$ cat src/clock_noise_map.svh
// Register offsets, field positions and reset values of the clock block.
`ifndef CLOCK_NOISE_MAP_SVH
`define CLOCK_NOISE_MAP_SVH

// ====================================================================
// Register offsets
`define ADDR_SYS_CLOCK_CTRL_A   8'he0
`define ADDR_SYS_CLOCK_CTRL_B   8'he1
`define ADDR_SYS_CLOCK_CTRL_C   8'he2
`define ADDR_NOISE_REDUCTION    8'he3
`define ADDR_PROTECTION_KEY     8'he4
`define ADDR_DOUBLER_CTRL_A     8'he8
`define ADDR_DOUBLER_CTRL_B     8'he9

// ====================================================================
// System clock control fields and reset values
`define SCC_A_HF_OSC_ENABLE     7
`define SCC_A_PRESCALER_HI      1
`define SCC_A_PRESCALER_LO      0
`define SCC_A_RESET             8'h80
`define SCC_B_RESET             8'h04
`define SCC_B_READ_MASK         8'h0f
`define SCC_C_RESET             8'h00
`define SCC_C_READ_MASK         8'h7d

// ====================================================================
// Noise reduction fields, key and reset values
`define NRC_PROTECT             7
`define NRC_LATCH_STROBE_EN     3
`define NRC_EXT_CLOCK_IN        2
`define NRC_HF_DRIVE_NORMAL     1
`define NRC_LF_DRIVE_NORMAL     0
`define NRC_LATCH_STROBE_RESET  1'h0
`define NRC_EXT_CLOCK_RESET     1'h0
`define NRC_DRIVE_RESET         1'h1
`define PROTECT_RESET           1'h0
`define PROTECTION_KEY_VALUE    8'h1f
`define DOUBLER_A_RESET         8'h00
`define DOUBLER_A_READ_MASK     8'hdf
`define DOUBLER_B_RESET         8'h00

`endif

$ cat src/clock_noise_pkg.sv
// Types shared by the clock and noise reduction register block.
package clock_noise_pkg;
   typedef logic [7:0] addr_type;
   typedef logic [7:0] byte_type;
   typedef logic [1:0] prescaler_type;
endpackage

$ cat src/reg_port_if.sv
// Internal register port between the decoder and the clock registers.
`timescale 1ns/1ps
`default_nettype none
interface reg_port_if;
   logic                     wr;
   clock_noise_pkg::addr_type addr;
   clock_noise_pkg::byte_type wdata;
   clock_noise_pkg::byte_type rdata;
   modport host (output wr, output addr, output wdata, input rdata);
   modport regs (input wr, input addr, input wdata, output rdata);
endinterface
`default_nettype wire

$ cat src/sys_clock_regs.sv
// System clock control registers a, b and c.
`timescale 1ns/1ps
`default_nettype none
`include "clock_noise_map.svh"
module sys_clock_regs
(
   // Clock and reset
   input  wire logic                   clk,
   input  wire logic                   arst_n,
   // Register port
   reg_port_if.regs                    bus,
   // Clock controls
   output logic                        hf_osc_enable,
   output clock_noise_pkg::prescaler_type prescaler_source_sel
);
   import clock_noise_pkg::*;

   byte_type ctrl_a;
   byte_type ctrl_b;
   byte_type ctrl_c;

   // ==================================================================
   // Register storage
   always_ff @(posedge clk or negedge arst_n)
   begin
      if (!arst_n)
      begin
         ctrl_a <= `SCC_A_RESET;
         ctrl_b <= `SCC_B_RESET;
         ctrl_c <= `SCC_C_RESET;
      end
      else if (bus.wr)
      begin
         if (bus.addr == `ADDR_SYS_CLOCK_CTRL_A)
            ctrl_a <= bus.wdata;
         if (bus.addr == `ADDR_SYS_CLOCK_CTRL_B)
            ctrl_b <= bus.wdata & `SCC_B_READ_MASK;
         if (bus.addr == `ADDR_SYS_CLOCK_CTRL_C)
            ctrl_c <= bus.wdata & `SCC_C_READ_MASK;
      end
   end

   // ==================================================================
   // Read mux; bits without storage read as zero.
   always_comb
   begin
      unique case (bus.addr)
         `ADDR_SYS_CLOCK_CTRL_A: bus.rdata = ctrl_a;
         `ADDR_SYS_CLOCK_CTRL_B: bus.rdata = ctrl_b & `SCC_B_READ_MASK;
         `ADDR_SYS_CLOCK_CTRL_C: bus.rdata = ctrl_c & `SCC_C_READ_MASK;
         default:                bus.rdata = 8'h00;
      endcase
   end

   assign hf_osc_enable        = ctrl_a[`SCC_A_HF_OSC_ENABLE];
   assign prescaler_source_sel =
      ctrl_a[`SCC_A_PRESCALER_HI:`SCC_A_PRESCALER_LO];
endmodule // sys_clock_regs
`default_nettype wire

$ cat src/clock_noise_control_regs.sv
// Clock and noise reduction control registers with their outputs.
`timescale 1ns/1ps
`default_nettype none
`include "clock_noise_map.svh"

// Notes on behaviour
// - Oscillator enable bit stops or runs oscillator.
// - Undefined control bits read zero, except in control a; software ignores.
// - Key 1fh written turns protection off.
// - Any other key value turns protection on.
// - Protect flag reads protection state, read only.
// - Latch strobe output enable gates strobe pulses.
// - Drive bits: one normal, zero weak.
// - External clock bit disables oscillator, forces pin.
// - Reset sets both drive bits to normal.
module clock_noise_control_regs
(
   // Clock and reset
   input  wire logic                       SYS_CLK,
   input  wire logic                       ARST_N,
   // Register port
   input  wire clock_noise_pkg::addr_type  ADDR,
   input  wire clock_noise_pkg::byte_type  WDATA,
   input  wire logic                       WR,
   input  wire logic                       RD,
   output clock_noise_pkg::byte_type       RDATA,
   // External bus strobe
   input  wire logic                       ALE_REQ,
   output logic                            ALE_OUT,
   // Oscillator controls
   output logic                            HF_OSC_RUN,
   output logic                            HF_OSC_BUFFER_MODE,
   output logic                            OSC2_FORCE_HIGH,
   output logic                            HF_DRIVE_NORMAL,
   output logic                            LF_DRIVE_NORMAL,
   output clock_noise_pkg::prescaler_type  PRESCALER_SOURCE_SEL,
   // Protection state
   output logic                            PROTECT_ON
);
   import clock_noise_pkg::*;

   logic     hf_osc_enable;
   logic     latch_strobe_out_en;
   logic     ext_clock_in_sel;
   byte_type doubler_a;
   byte_type doubler_b;
   byte_type next_rdata;
   reg_port_if sys_port ();

   // ==================================================================
   // System clock control registers
   assign sys_port.wr    = WR;
   assign sys_port.addr  = ADDR;
   assign sys_port.wdata = WDATA;

   sys_clock_regs u_sys_clock_regs
   (
      .clk                  (SYS_CLK),
      .arst_n               (ARST_N),
      .bus                  (sys_port.regs),
      .hf_osc_enable        (hf_osc_enable),
      .prescaler_source_sel (PRESCALER_SOURCE_SEL)
   );

   // ==================================================================
   // Noise reduction register
   always_ff @(posedge SYS_CLK or negedge ARST_N)
   begin
      if (!ARST_N)
      begin
         latch_strobe_out_en <= `NRC_LATCH_STROBE_RESET;
         ext_clock_in_sel    <= `NRC_EXT_CLOCK_RESET;
         HF_DRIVE_NORMAL     <= `NRC_DRIVE_RESET;
         LF_DRIVE_NORMAL     <= `NRC_DRIVE_RESET;
      end
      else if (WR && ADDR == `ADDR_NOISE_REDUCTION)
      begin
         latch_strobe_out_en <= WDATA[`NRC_LATCH_STROBE_EN];
         ext_clock_in_sel    <= WDATA[`NRC_EXT_CLOCK_IN];
         HF_DRIVE_NORMAL     <= WDATA[`NRC_HF_DRIVE_NORMAL];
         LF_DRIVE_NORMAL     <= WDATA[`NRC_LF_DRIVE_NORMAL];
      end
   end

   // ==================================================================
   // Protection key
   always_ff @(posedge SYS_CLK or negedge ARST_N)
   begin
      if (!ARST_N)
         PROTECT_ON <= `PROTECT_RESET;
      else if (WR && ADDR == `ADDR_PROTECTION_KEY)
         PROTECT_ON <= (WDATA != `PROTECTION_KEY_VALUE);
   end

   // ==================================================================
   // Doubler registers, kept as plain storage.
   always_ff @(posedge SYS_CLK or negedge ARST_N)
   begin
      if (!ARST_N)
      begin
         doubler_a <= `DOUBLER_A_RESET;
         doubler_b <= `DOUBLER_B_RESET;
      end
      else if (WR)
      begin
         if (ADDR == `ADDR_DOUBLER_CTRL_A)
            doubler_a <= WDATA & `DOUBLER_A_READ_MASK;
         if (ADDR == `ADDR_DOUBLER_CTRL_B)
            doubler_b <= WDATA;
      end
   end

   // ==================================================================
   // Read path; data stand only in the cycle after the read strobe.
   always_comb
   begin
      unique case (ADDR)
         `ADDR_SYS_CLOCK_CTRL_A,
         `ADDR_SYS_CLOCK_CTRL_B,
         `ADDR_SYS_CLOCK_CTRL_C: next_rdata = sys_port.rdata;
         `ADDR_NOISE_REDUCTION:  next_rdata =
            {PROTECT_ON, 3'h0, latch_strobe_out_en, ext_clock_in_sel,
             HF_DRIVE_NORMAL, LF_DRIVE_NORMAL};
         `ADDR_DOUBLER_CTRL_A:   next_rdata = doubler_a;
         `ADDR_DOUBLER_CTRL_B:   next_rdata = doubler_b;
         default:                next_rdata = 8'h00;
      endcase
   end

   always_ff @(posedge SYS_CLK or negedge ARST_N)
   begin
      if (!ARST_N)
         RDATA <= 8'h00;
      else if (RD)
         RDATA <= next_rdata;
      else
         RDATA <= 8'h00;
   end

   // ==================================================================
   // Latch strobe gating
   always_ff @(posedge SYS_CLK or negedge ARST_N)
   begin
      if (!ARST_N)
         ALE_OUT <= 1'b0;
      else
         ALE_OUT <= ALE_REQ & latch_strobe_out_en;
   end

   // ==================================================================
   // Oscillator control outputs
   assign HF_OSC_RUN         = hf_osc_enable & ~ext_clock_in_sel;
   assign HF_OSC_BUFFER_MODE = ext_clock_in_sel;
   assign OSC2_FORCE_HIGH    = ext_clock_in_sel;
endmodule // clock_noise_control_regs
`default_nettype wire

$ cat config.mk
export PLATFORM = sky130hd
export DESIGN_NAME = clock_noise_control_regs
export DESIGN_NICKNAME = d
export VERILOG_FILES = /design/src/clock_noise_pkg.sv /design/src/reg_port_if.sv /design/src/sys_clock_regs.sv /design/src/clock_noise_control_regs.sv
export VERILOG_INCLUDE_DIRS = /design/src /design/src/src
export SDC_FILE = /design/constraint.sdc
export NUM_CORES = 1
export LEC_CHECK = 0
export BUFFER_PORTS_ARGS = -buffer_cell sky130_fd_sc_hd__buf_2
export CORE_MARGIN = 5
export CORE_UTILIZATION = 59
export CTS_CLUSTER_SIZE = 12
export DETAILED_ROUTE_END_ITERATION = 7
export PLACE_DENSITY = 0.91
export SLEW_MARGIN = 10
export SYNTH_ARGS = -nofsm -noshare
export SYNTH_HDL_FRONTEND = slang
export SYNTH_SLANG_ARGS = --single-unit
$ cat constraint.sdc
create_clock -name SYS_CLK -period 3.15 [get_ports SYS_CLK]
set_input_delay 0.63 -clock SYS_CLK [delete_from_list [all_inputs] [get_ports SYS_CLK]]
set_output_delay 0.63 -clock SYS_CLK [all_outputs]
set_load 0.1 [all_outputs]
Word level (Yosys, flattened, before mapping)

Index checks and enable logic that the tools add are counted.

Bits in registers: 47
Latch bits: 0
Bits in writable memories: 0
ROM bits: 0
Bits of input ports: 21
Output and inout bits: 17
Logic and storage cells: 34
Memories: 0

$add $sub $neg: 0
Multiply operators: 0
Divide/modulo/power cells: 0
Order comparisons: 0
Equality and inequality tests: 8
Shift-type cells: 0
Multiplexer cells: 3
Bitwise gates (word level): 3
Reduce and logical (&&, ||, !) cells: 8

Operators with widths:

| kind                                                   | count |
|---|---|
| == test 8 bit (second input constant)                  | 7 |
| case mux 8 bit (4 select lines)                        | 1 |
| case mux 8 bit (3 select lines)                        | 1 |
| AND reduction 2 bit                                    | 5 |
| two-way mux 8 bit                                      | 1 |
| inequality test 8 x 5 -> 1 bit (second input constant) | 1 |
| OR reduction 3 bit                                     | 1 |
| AND 1 bit                                              | 2 |
| logical AND 1 bit                                      | 2 |
| inverter 1 bit                                         | 1 |

Depth between registers and ports, before layout

Gate-level depths: netlist (run 1).

Word-level depth: 4
Depth in mapped cells: 6
Gate-level depth less buffers: 4

Modules after synthesis

Synthesis (run 1) repeated with hierarchy kept, for this count alone.

Cells, all modules: 193
Area total of the unflattened synthesis: 2372.3 um^2

By module, submodules not included:

| module                   | instances | cells an instance | area an instance (um^2) | seq. area each (um^2) |
|---|---|---|---|---|
| clock_noise_control_regs | 1         | 121               | 1440.1                  | 728.2 |
| sys_clock_regs           | 1         | 72                | 932.1                   | 452.9 |

Least setup slack after synthesis (run 1)

OpenSTA, ideal clock, no wires.

Path kind: reg2out
Start: register ext_clock_in_sel, in the netlist HF_OSC_BUFFER_MODE
End: output HF_OSC_RUN
Data arrival time: 2.240 ns
Path slack: 0.280 ns
Stages on the path, launching flop included: 2
Cell sequence: dfrtp_1 > nor2b_1

Longest elaborated chain between the ends: 2

RTL lines:

| item                   | line                            | RTL |
|---|---|---|
| from (decl)            | clock_noise_control_regs.sv:44  | `logic ext_clock_in_sel;` |
| from (signal assigned) | clock_noise_control_regs.sv:72  | `` ext_clock_in_sel <= `NRC_EXT_CLOCK_RESET; `` |
| from (signal assigned) | clock_noise_control_regs.sv:79  | `` ext_clock_in_sel <= WDATA[`NRC_EXT_CLOCK_IN]; `` |
| inverter 1 bit         | clock_noise_control_regs.sv:152 | `assign HF_OSC_RUN = hf_osc_enable & ~ext_clock_in_sel;` |
| AND 1 bit              | clock_noise_control_regs.sv:152 |  |
| to (decl)              | clock_noise_control_regs.sv:31  | `output logic HF_OSC_RUN,` |

Every way passes these cells.

Worst setup path after layout (run 1)

Start: input ADDR[0]
End: register u_sys_clock_regs.ctrl_a[1]

Longest elaborated chain between the ends: 2

RTL lines:

| item                                 | line                           | RTL |
|---|---|---|
| from (decl)                          | clock_noise_control_regs.sv:22 | `input wire clock_noise_pkg::addr_type ADDR,` |
| == test 8 bit (no source line)       | --                             |  |
| AND reduction 2 bit (no source line) | --                             |  |
| to (signal assigned)                 | sys_clock_regs.sv:28           | `` ctrl_a <= `SCC_A_RESET; `` |
| to (signal assigned)                 | sys_clock_regs.sv:35           | `ctrl_a <= bus.wdata;` |
| to (decl)                            | sys_clock_regs.sv:18           | `byte_type ctrl_a;` |

Every way passes these cells.
A chain may end at the register's enable or synchronous reset.

==> impl_metrics.env, run 1 <==
export IMPL_status="finished, final reports clean"
export IMPL_yosysWarningCount=0
export IMPL_synth_area_per_cell_um2=14.0
export IMPL_post_drt_wl_per_cell_um=19.9
export IMPL_ir_worst_vdd_mv=0.329
export IMPL_antenna_left=0
export IMPL_power_leakage_nw=1.27
export IMPL_setup_viol_count_final=0
export IMPL_cts_tree="built"
export IMPL_cap_violations=0
export IMPL_synth_top_cell_by_area="dfrtp_1"
export IMPL_r2r_cells=3
export IMPL_gp_congestion=0.905
export IMPL_htreeDepth=2
export IMPL_viasPerCell=6.08
export IMPL_cts_buffers=5
export IMPL_ys_flop_type="dfrtp_1"
export IMPL_root_buffer="clkbuf_8"
export IMPL_finalCritPeriodShare_pct=65.9
export IMPL_crit_family="simple AND/OR/NAND/NOR gates"
export IMPL_grt_pass1_vias=1530
export IMPL_drt_iter0_drc=173
export IMPL_synth_area_top_cells="dfrtp_1 48%, mux2_2 13%, mux2_4 10%, dfstp_2 4.7%, mux4_2 3.0%"
export IMPL_synth_nets=181
export IMPL_hp_class="in -> async"
export IMPL_antenna_found_initial=0
export IMPL_wl_mm=4.81
export IMPL_synth_distinct_cells=30
export IMPL_die_area_um2=5130
export IMPL_coreArea_um2=3660
export IMPL_area_growth_pct=10.9
export IMPL_grt_total_usage_pct=20.6
export IMPL_grt_max_degree=48
export IMPL_finalClockSkew_ps=7.72
export IMPL_synth_async_sr_flop_share_pct=100
export IMPL_via_count=1471
export IMPL_rsz0062_at_grt="no"
export IMPL_synth_edf_count=0
export IMPL_placedCellCount=234
export IMPL_arrival_ps=2260
export IMPL_diodes=0
export IMPL_post_dp_hpwl_mm=3.37
export IMPL_grt_first_pass_wirelength_mm=7.94
export IMPL_critical_path_slowest_cell="and2b_1"
export IMPL_fp_dieH_um=71.6
export IMPL_worstSkewPairLatency_ps=300
export IMPL_end_kind="flop"
export IMPL_crit_type="in -> reg"
export IMPL_firstDrtPassIters=4
export IMPL_relSlewSlack_pct=34.1
export IMPL_tns_ps=0
export IMPL_period_minus_slack_ps=2080
export IMPL_reg2reg_to="RDATA[0]"
export IMPL_syn_cell_area_um2=2240
export IMPL_finalHoldViolations=0
export IMPL_r2r_start="u_sys_clock_regs.ctrl_a[0]"
export IMPL_cts_resized=0
export IMPL_io_buffers=37
export IMPL_finalNetCount=214
export IMPL_syn_inst=160
export IMPL_slew_violations=0
export IMPL_cpPeakStageDelay_ps=410
export IMPL_cts_sinks=47
export IMPL_ys_seq_area_share_pct=52.7
export IMPL_drc=0
export IMPL_cellPowerDensity_nw_per_um2=461
export IMPL_worst_setup_path_start_kind="input pin"
export IMPL_io_pins=38
export IMPL_synth_most_common_cell="dfrtp_1"
export IMPL_rows=22
export IMPL_fin_cells=242
export IMPL_clk_pin_slew_ps=80
export IMPL_drive_gt1_share_pct=50.0
export IMPL_synth_top_area_share_pct=48.0
export IMPL_worstPathCellList="buf_2 > nand2b_1 > nor4_1 > and2b_1 > mux2_2"
export IMPL_clk_path_buf_depth=2
export IMPL_max_freq_mhz=482
export IMPL_cp_required_ps=3330
export IMPL_ys_ff_latch=47
export IMPL_cts_hold_buf=0
export IMPL_fp_dieW_um=71.6
export IMPL_cp_num_buf_inv=1
export IMPL_grt_ovfl_total=0
export IMPL_r2r_slack_ps=1880
export IMPL_critPathMaxFanout=18
export IMPL_worstMarginPinSlew_ps=989
export IMPL_synth_common_cells="43 x dfrtp_1, 26 x mux2_2, 15 x mux2_4, 13 x nor2_1, 8 x a21oi_1"
export IMPL_post_cts_buffers=0
export IMPL_floorplan_initialDensity_pct=61.2
==> report_power, final <==
part / internal (W) / total, W / leakage (nW) / switching, W
clock: 0.000156 / 0.000349 / 0.0422 / 0.000193
combinational: 0.0000522 / 0.000153 / 0.595 / 0.000101
sequential: 0.000629 / 0.000645 / 0.636 / 0.0000156
total: 0.000837 / 0.00115 / 1.27 / 0.000309
==> how the worst max path moves through the flow <==
stage	from	endpoint	slack [ps]	cells past startpoint
2_1_floorplan	HF_OSC_BUFFER_MODE	HF_OSC_RUN	280	1
3_3_place_gp	ADDR[0]	u_sys_clock_regs.ctrl_a[4]	900	5
3_5_place_dp	ADDR[0]	u_sys_clock_regs.ctrl_a[1]	780	5
4_1_cts	ADDR[0]	u_sys_clock_regs.ctrl_a[1]	1100	5
5_1_grt	ADDR[0]	u_sys_clock_regs.ctrl_a[1]	950	5
6_report	ADDR[0]	u_sys_clock_regs.ctrl_a[1]	1070	5
==> cell type report <==
class                   count  area, um2
well taps                  48       60.1
clock inverters             1       5.00
flip-flops and latches     47       1180
inverters                   2       7.51
fillers                   251       1180
clock buffers               7       76.3
repair buffers             37        185
multi-input cells         100        968
==> worst reg2reg max path: stages (launching register included) <==
cell and delay (ps):
dfrtp_1 400, mux4_2 470, a21oi_1 220, nor2_1 60
==> kinds of logic (layout without fill, tap and decap cells) <==
group | count (synthesis) | in the layout | share of synthesized area (%)
buffers and inverters | 13 | 47 | 4.02
AOI/OAI and AO/OA | 12 | 12 | 2.85
DFF | 47 | 47 | 52.7
and+or+nand+nor | 37 | 37 | 11.1
muxes | 51 | 51 | 29.3
==> cell usage in the layout, fill, tap and decap left out, types with 3 or more instances in the layout <==
cell and count:
a21oi_1 8, buf_2 37, clkbuf_8 5, dfrtp_1 43, dfstp_2 4, mux2_2 26
mux2_4 15, mux2i_1 6, mux4_2 3, nand2_1 3, nand4_1 3, nor2_1 13
==> layer usage <==
metal / vias up / global-route usage (%) / part of all wire, %
met2: 63 / 33.4 / 51
li1: 635 / - / -
met3: 14 / 5.61 / 7.3
met1: 759 / 26.2 / 40
met4: 0 / 8.14 / 2.2
met5: - / 0 / 0
==> stage by stage <==
step	hold WS, ps	total power (W)	instance area, um2	util, %	setup slack, ps
floorplan	334	0.000759	2240	-	280
global placement	477	0.000800	2400	65.6	900
detailed placement	476	0.000808	2400	65.6	783
CTS	495	0.00115	2480	67.8	1100
global route	518	0.00119	2480	67.8	948
finish	491	0.00115	2480	67.8	1070
==> state kept, by name (all words and copies together) (netlist names) <==
signal / count
ALE_OUT: 1
HF_DRIVE_NORMAL: 1
HF_OSC_BUFFER_MODE: 1
LF_DRIVE_NORMAL: 1
PROTECT_ON: 1
RDATA: 8
doubler_a: 7
doubler_b: 8
latch_strobe_out_en: 1
u_sys_clock_regs.ctrl_a: 8
u_sys_clock_regs.ctrl_b: 4
u_sys_clock_regs.ctrl_c: 6
(Power assumes the default switching activity.)
==> inputs of run 2 (changes only) <==
CORE_UTILIZATION = 55   (was 59)
PLACE_DENSITY = 0.86   (was 0.91)
clock period = 2 ns   (was 3.15 ns; I/O delays follow)
==> impl_metrics.env, run 2 (synthesis gave the netlist of run 1 again) <==
export IMPL_ir_worst_vdd_mv=0.410
export IMPL_diodes=0
export IMPL_fp_dieH_um=73.8
export IMPL_coreArea_um2=3970
export IMPL_drive_gt1_share_pct=53.2
export IMPL_grt_max_degree=32
export IMPL_root_buffer="clkbuf_8"
export IMPL_viasPerCell=5.62
export IMPL_finalHoldViolations=0
export IMPL_relSlewSlack_pct=54.8
export IMPL_reg2reg_to="RDATA[2]"
export IMPL_worst_setup_path_start_kind="flop"
export IMPL_end_kind="primary output"
export IMPL_clk_pin_slew_ps=80
export IMPL_final_cell_area_um2=2580
export IMPL_status="finished, final reports clean"
export IMPL_cts_resized=0
export IMPL_via_count=1423
export IMPL_post_cts_buffers=0
export IMPL_cts_tree="built"
export IMPL_hp_class="in -> async"
export IMPL_period_minus_slack_ps=1820
export IMPL_grt_busiest_layer="met2"
export IMPL_floorplan_initialDensity_pct=56.4
export IMPL_finalClockSkew_ps=4.62
export IMPL_top_regs="RDATA x8, doubler_b x8, u_sys_clock_regs.ctrl_a x8"
export IMPL_slew_violations=0
export IMPL_crit_family="flip-flops"
export IMPL_fin_cells=253
export IMPL_final_common_cell="dfrtp_1"
export IMPL_placedCellCount=245
export IMPL_tns_ps=0
export IMPL_antenna_left=0
export IMPL_grt_use_met1_pct=25.9
export IMPL_grt_first_pass_wirelength_mm=7.62
export IMPL_finalCritPeriodShare_pct=90.8
export IMPL_cts_buffers=5
export IMPL_cts_sinks=47
export IMPL_worstSkewPairLatency_ps=300
export IMPL_max_freq_mhz=550
export IMPL_critical_path_slowest_cell="dfstp_2"
export IMPL_firstDrtPassIters=4
export IMPL_pwr_share_seq_pct=53.9
export IMPL_area_growth_pct=15.2
export IMPL_rsz0062_at_grt="no"
export IMPL_p_switching_w=0.000482
export IMPL_cp_num_buf_inv=1
export IMPL_power_total_w=0.00188
export IMPL_final_cell_mix="43 x dfrtp_1, 37 x buf_2, 26 x mux2_2"
export IMPL_cpPeakStageDelay_ps=570
export IMPL_gp_congestion=0.878
export IMPL_arrival_ps=1420
export IMPL_p_int_w=0.00140
export IMPL_finalNetCount=223
export IMPL_grt_ovfl_total=0
export IMPL_clkPwrFrac_pct=32.7
export IMPL_switching_share_pct=25.6
export IMPL_clk_path_buf_depth=2
export IMPL_grt_use_met2_pct=28.9
export IMPL_critPathMaxFanout=3
export IMPL_grt_pass1_vias=1509
export IMPL_post_drt_wl_per_cell_um=18.0
export IMPL_worstMarginPinSlew_ps=679
export IMPL_grt_total_usage_pct=18.9
export IMPL_htreeDepth=2
export IMPL_io_pins=38
export IMPL_wl_mm=4.55
export IMPL_io_buffers=37
export IMPL_drt_iter0_drc=60
export IMPL_power_leakage_nw=1.33
export IMPL_pwr_share_comb_pct=13.4
export IMPL_post_dp_hpwl_mm=3.41
export IMPL_cts_hold_buf=0
export IMPL_antenna_found_initial=0
export IMPL_r2r_cells=3
export IMPL_rows=23
export IMPL_fp_dieW_um=73.8
export IMPL_place_area_um2=2480
export IMPL_cellPowerDensity_nw_per_um2=729
export IMPL_worstPathCellList="nor2b_4 > buf_2"
export IMPL_crit_type="reg -> out"
export IMPL_setup_viol_count_final=0
export IMPL_drc=0
export IMPL_cap_violations=0
export IMPL_met3_usage_pct=5.06
export IMPL_r2r_slack_ps=680
export IMPL_die_area_um2=5450
export IMPL_cp_required_ps=1600
export IMPL_r2r_start="HF_OSC_BUFFER_MODE"
export IMPL_nFillCells=321
[run 2: cell count changes in the layout (fill, tap and decap cells not counted), sizes merged]
| cell | before | now |
|---|---|---|
| buf | 37 | 46 |
| clkbuf | 7 | 8 |
| clkinv | 1 | 0 |
[run 2: stage by stage]
stage                     hold slack, ps  util (%)  setup WS, ps
after floorplan                      104         -           176
after global placement               468      62.4          92.5
after detailed placement             476      62.4          2.66
after CTS                            146      65.0           169
after global routing                 182      65.0           128
final                                135      65.0           183
[run 2: worst max path at each step]
stage	cells past startpoint	slack [ps]	start	endpoint
finish	2	180	u_sys_clock_regs.ctrl_a[7]	HF_OSC_RUN
floorplan	1	180	HF_OSC_BUFFER_MODE	HF_OSC_RUN
CTS	2	170	u_sys_clock_regs.ctrl_a[7]	HF_OSC_RUN
global placement	5	90	ADDR[4]	u_sys_clock_regs.ctrl_a[0]
detailed placement	5	3	ADDR[4]	u_sys_clock_regs.ctrl_a[4]
global route	2	130	u_sys_clock_regs.ctrl_a[7]	HF_OSC_RUN
[run 2: per-layer routing]
metal	share of wire [%]	wire [um]
met1	43	1980
met2	48	2180
met3	6.6	301
met4	1.9	87
met5	0	0
[run 2: cell type report]
type / count / area [um2] / share of cell area, %
Clock buffer: 8 / 100 / 3.88
Inverter: 2 / 7.51 / 0.291
Multi-Input combinational cell: 100 / 976 / 37.8
Sequential cell: 47 / 1180 / 45.8
Tap cell: 50 / 62.6 / 2.42
Timing Repair Buffer: 46 / 253 / 9.80
[run 2: power by group through the flow]
| stage | Clock (W) | Sequential, W | Combinational [W] |
|---|---|---|---|
| after CTS | 0.000635 | 0.00101 | 0.000254 |
| after floorplan | 0 | 0.00106 | 0.000133 |
| final | 0.000615 | 0.00101 | 0.000251 |
| after global placement | 0 | 0.00103 | 0.000248 |
| after global routing | 0.000682 | 0.00102 | 0.000270 |
| after detailed placement | 0 | 0.00103 | 0.000253 |
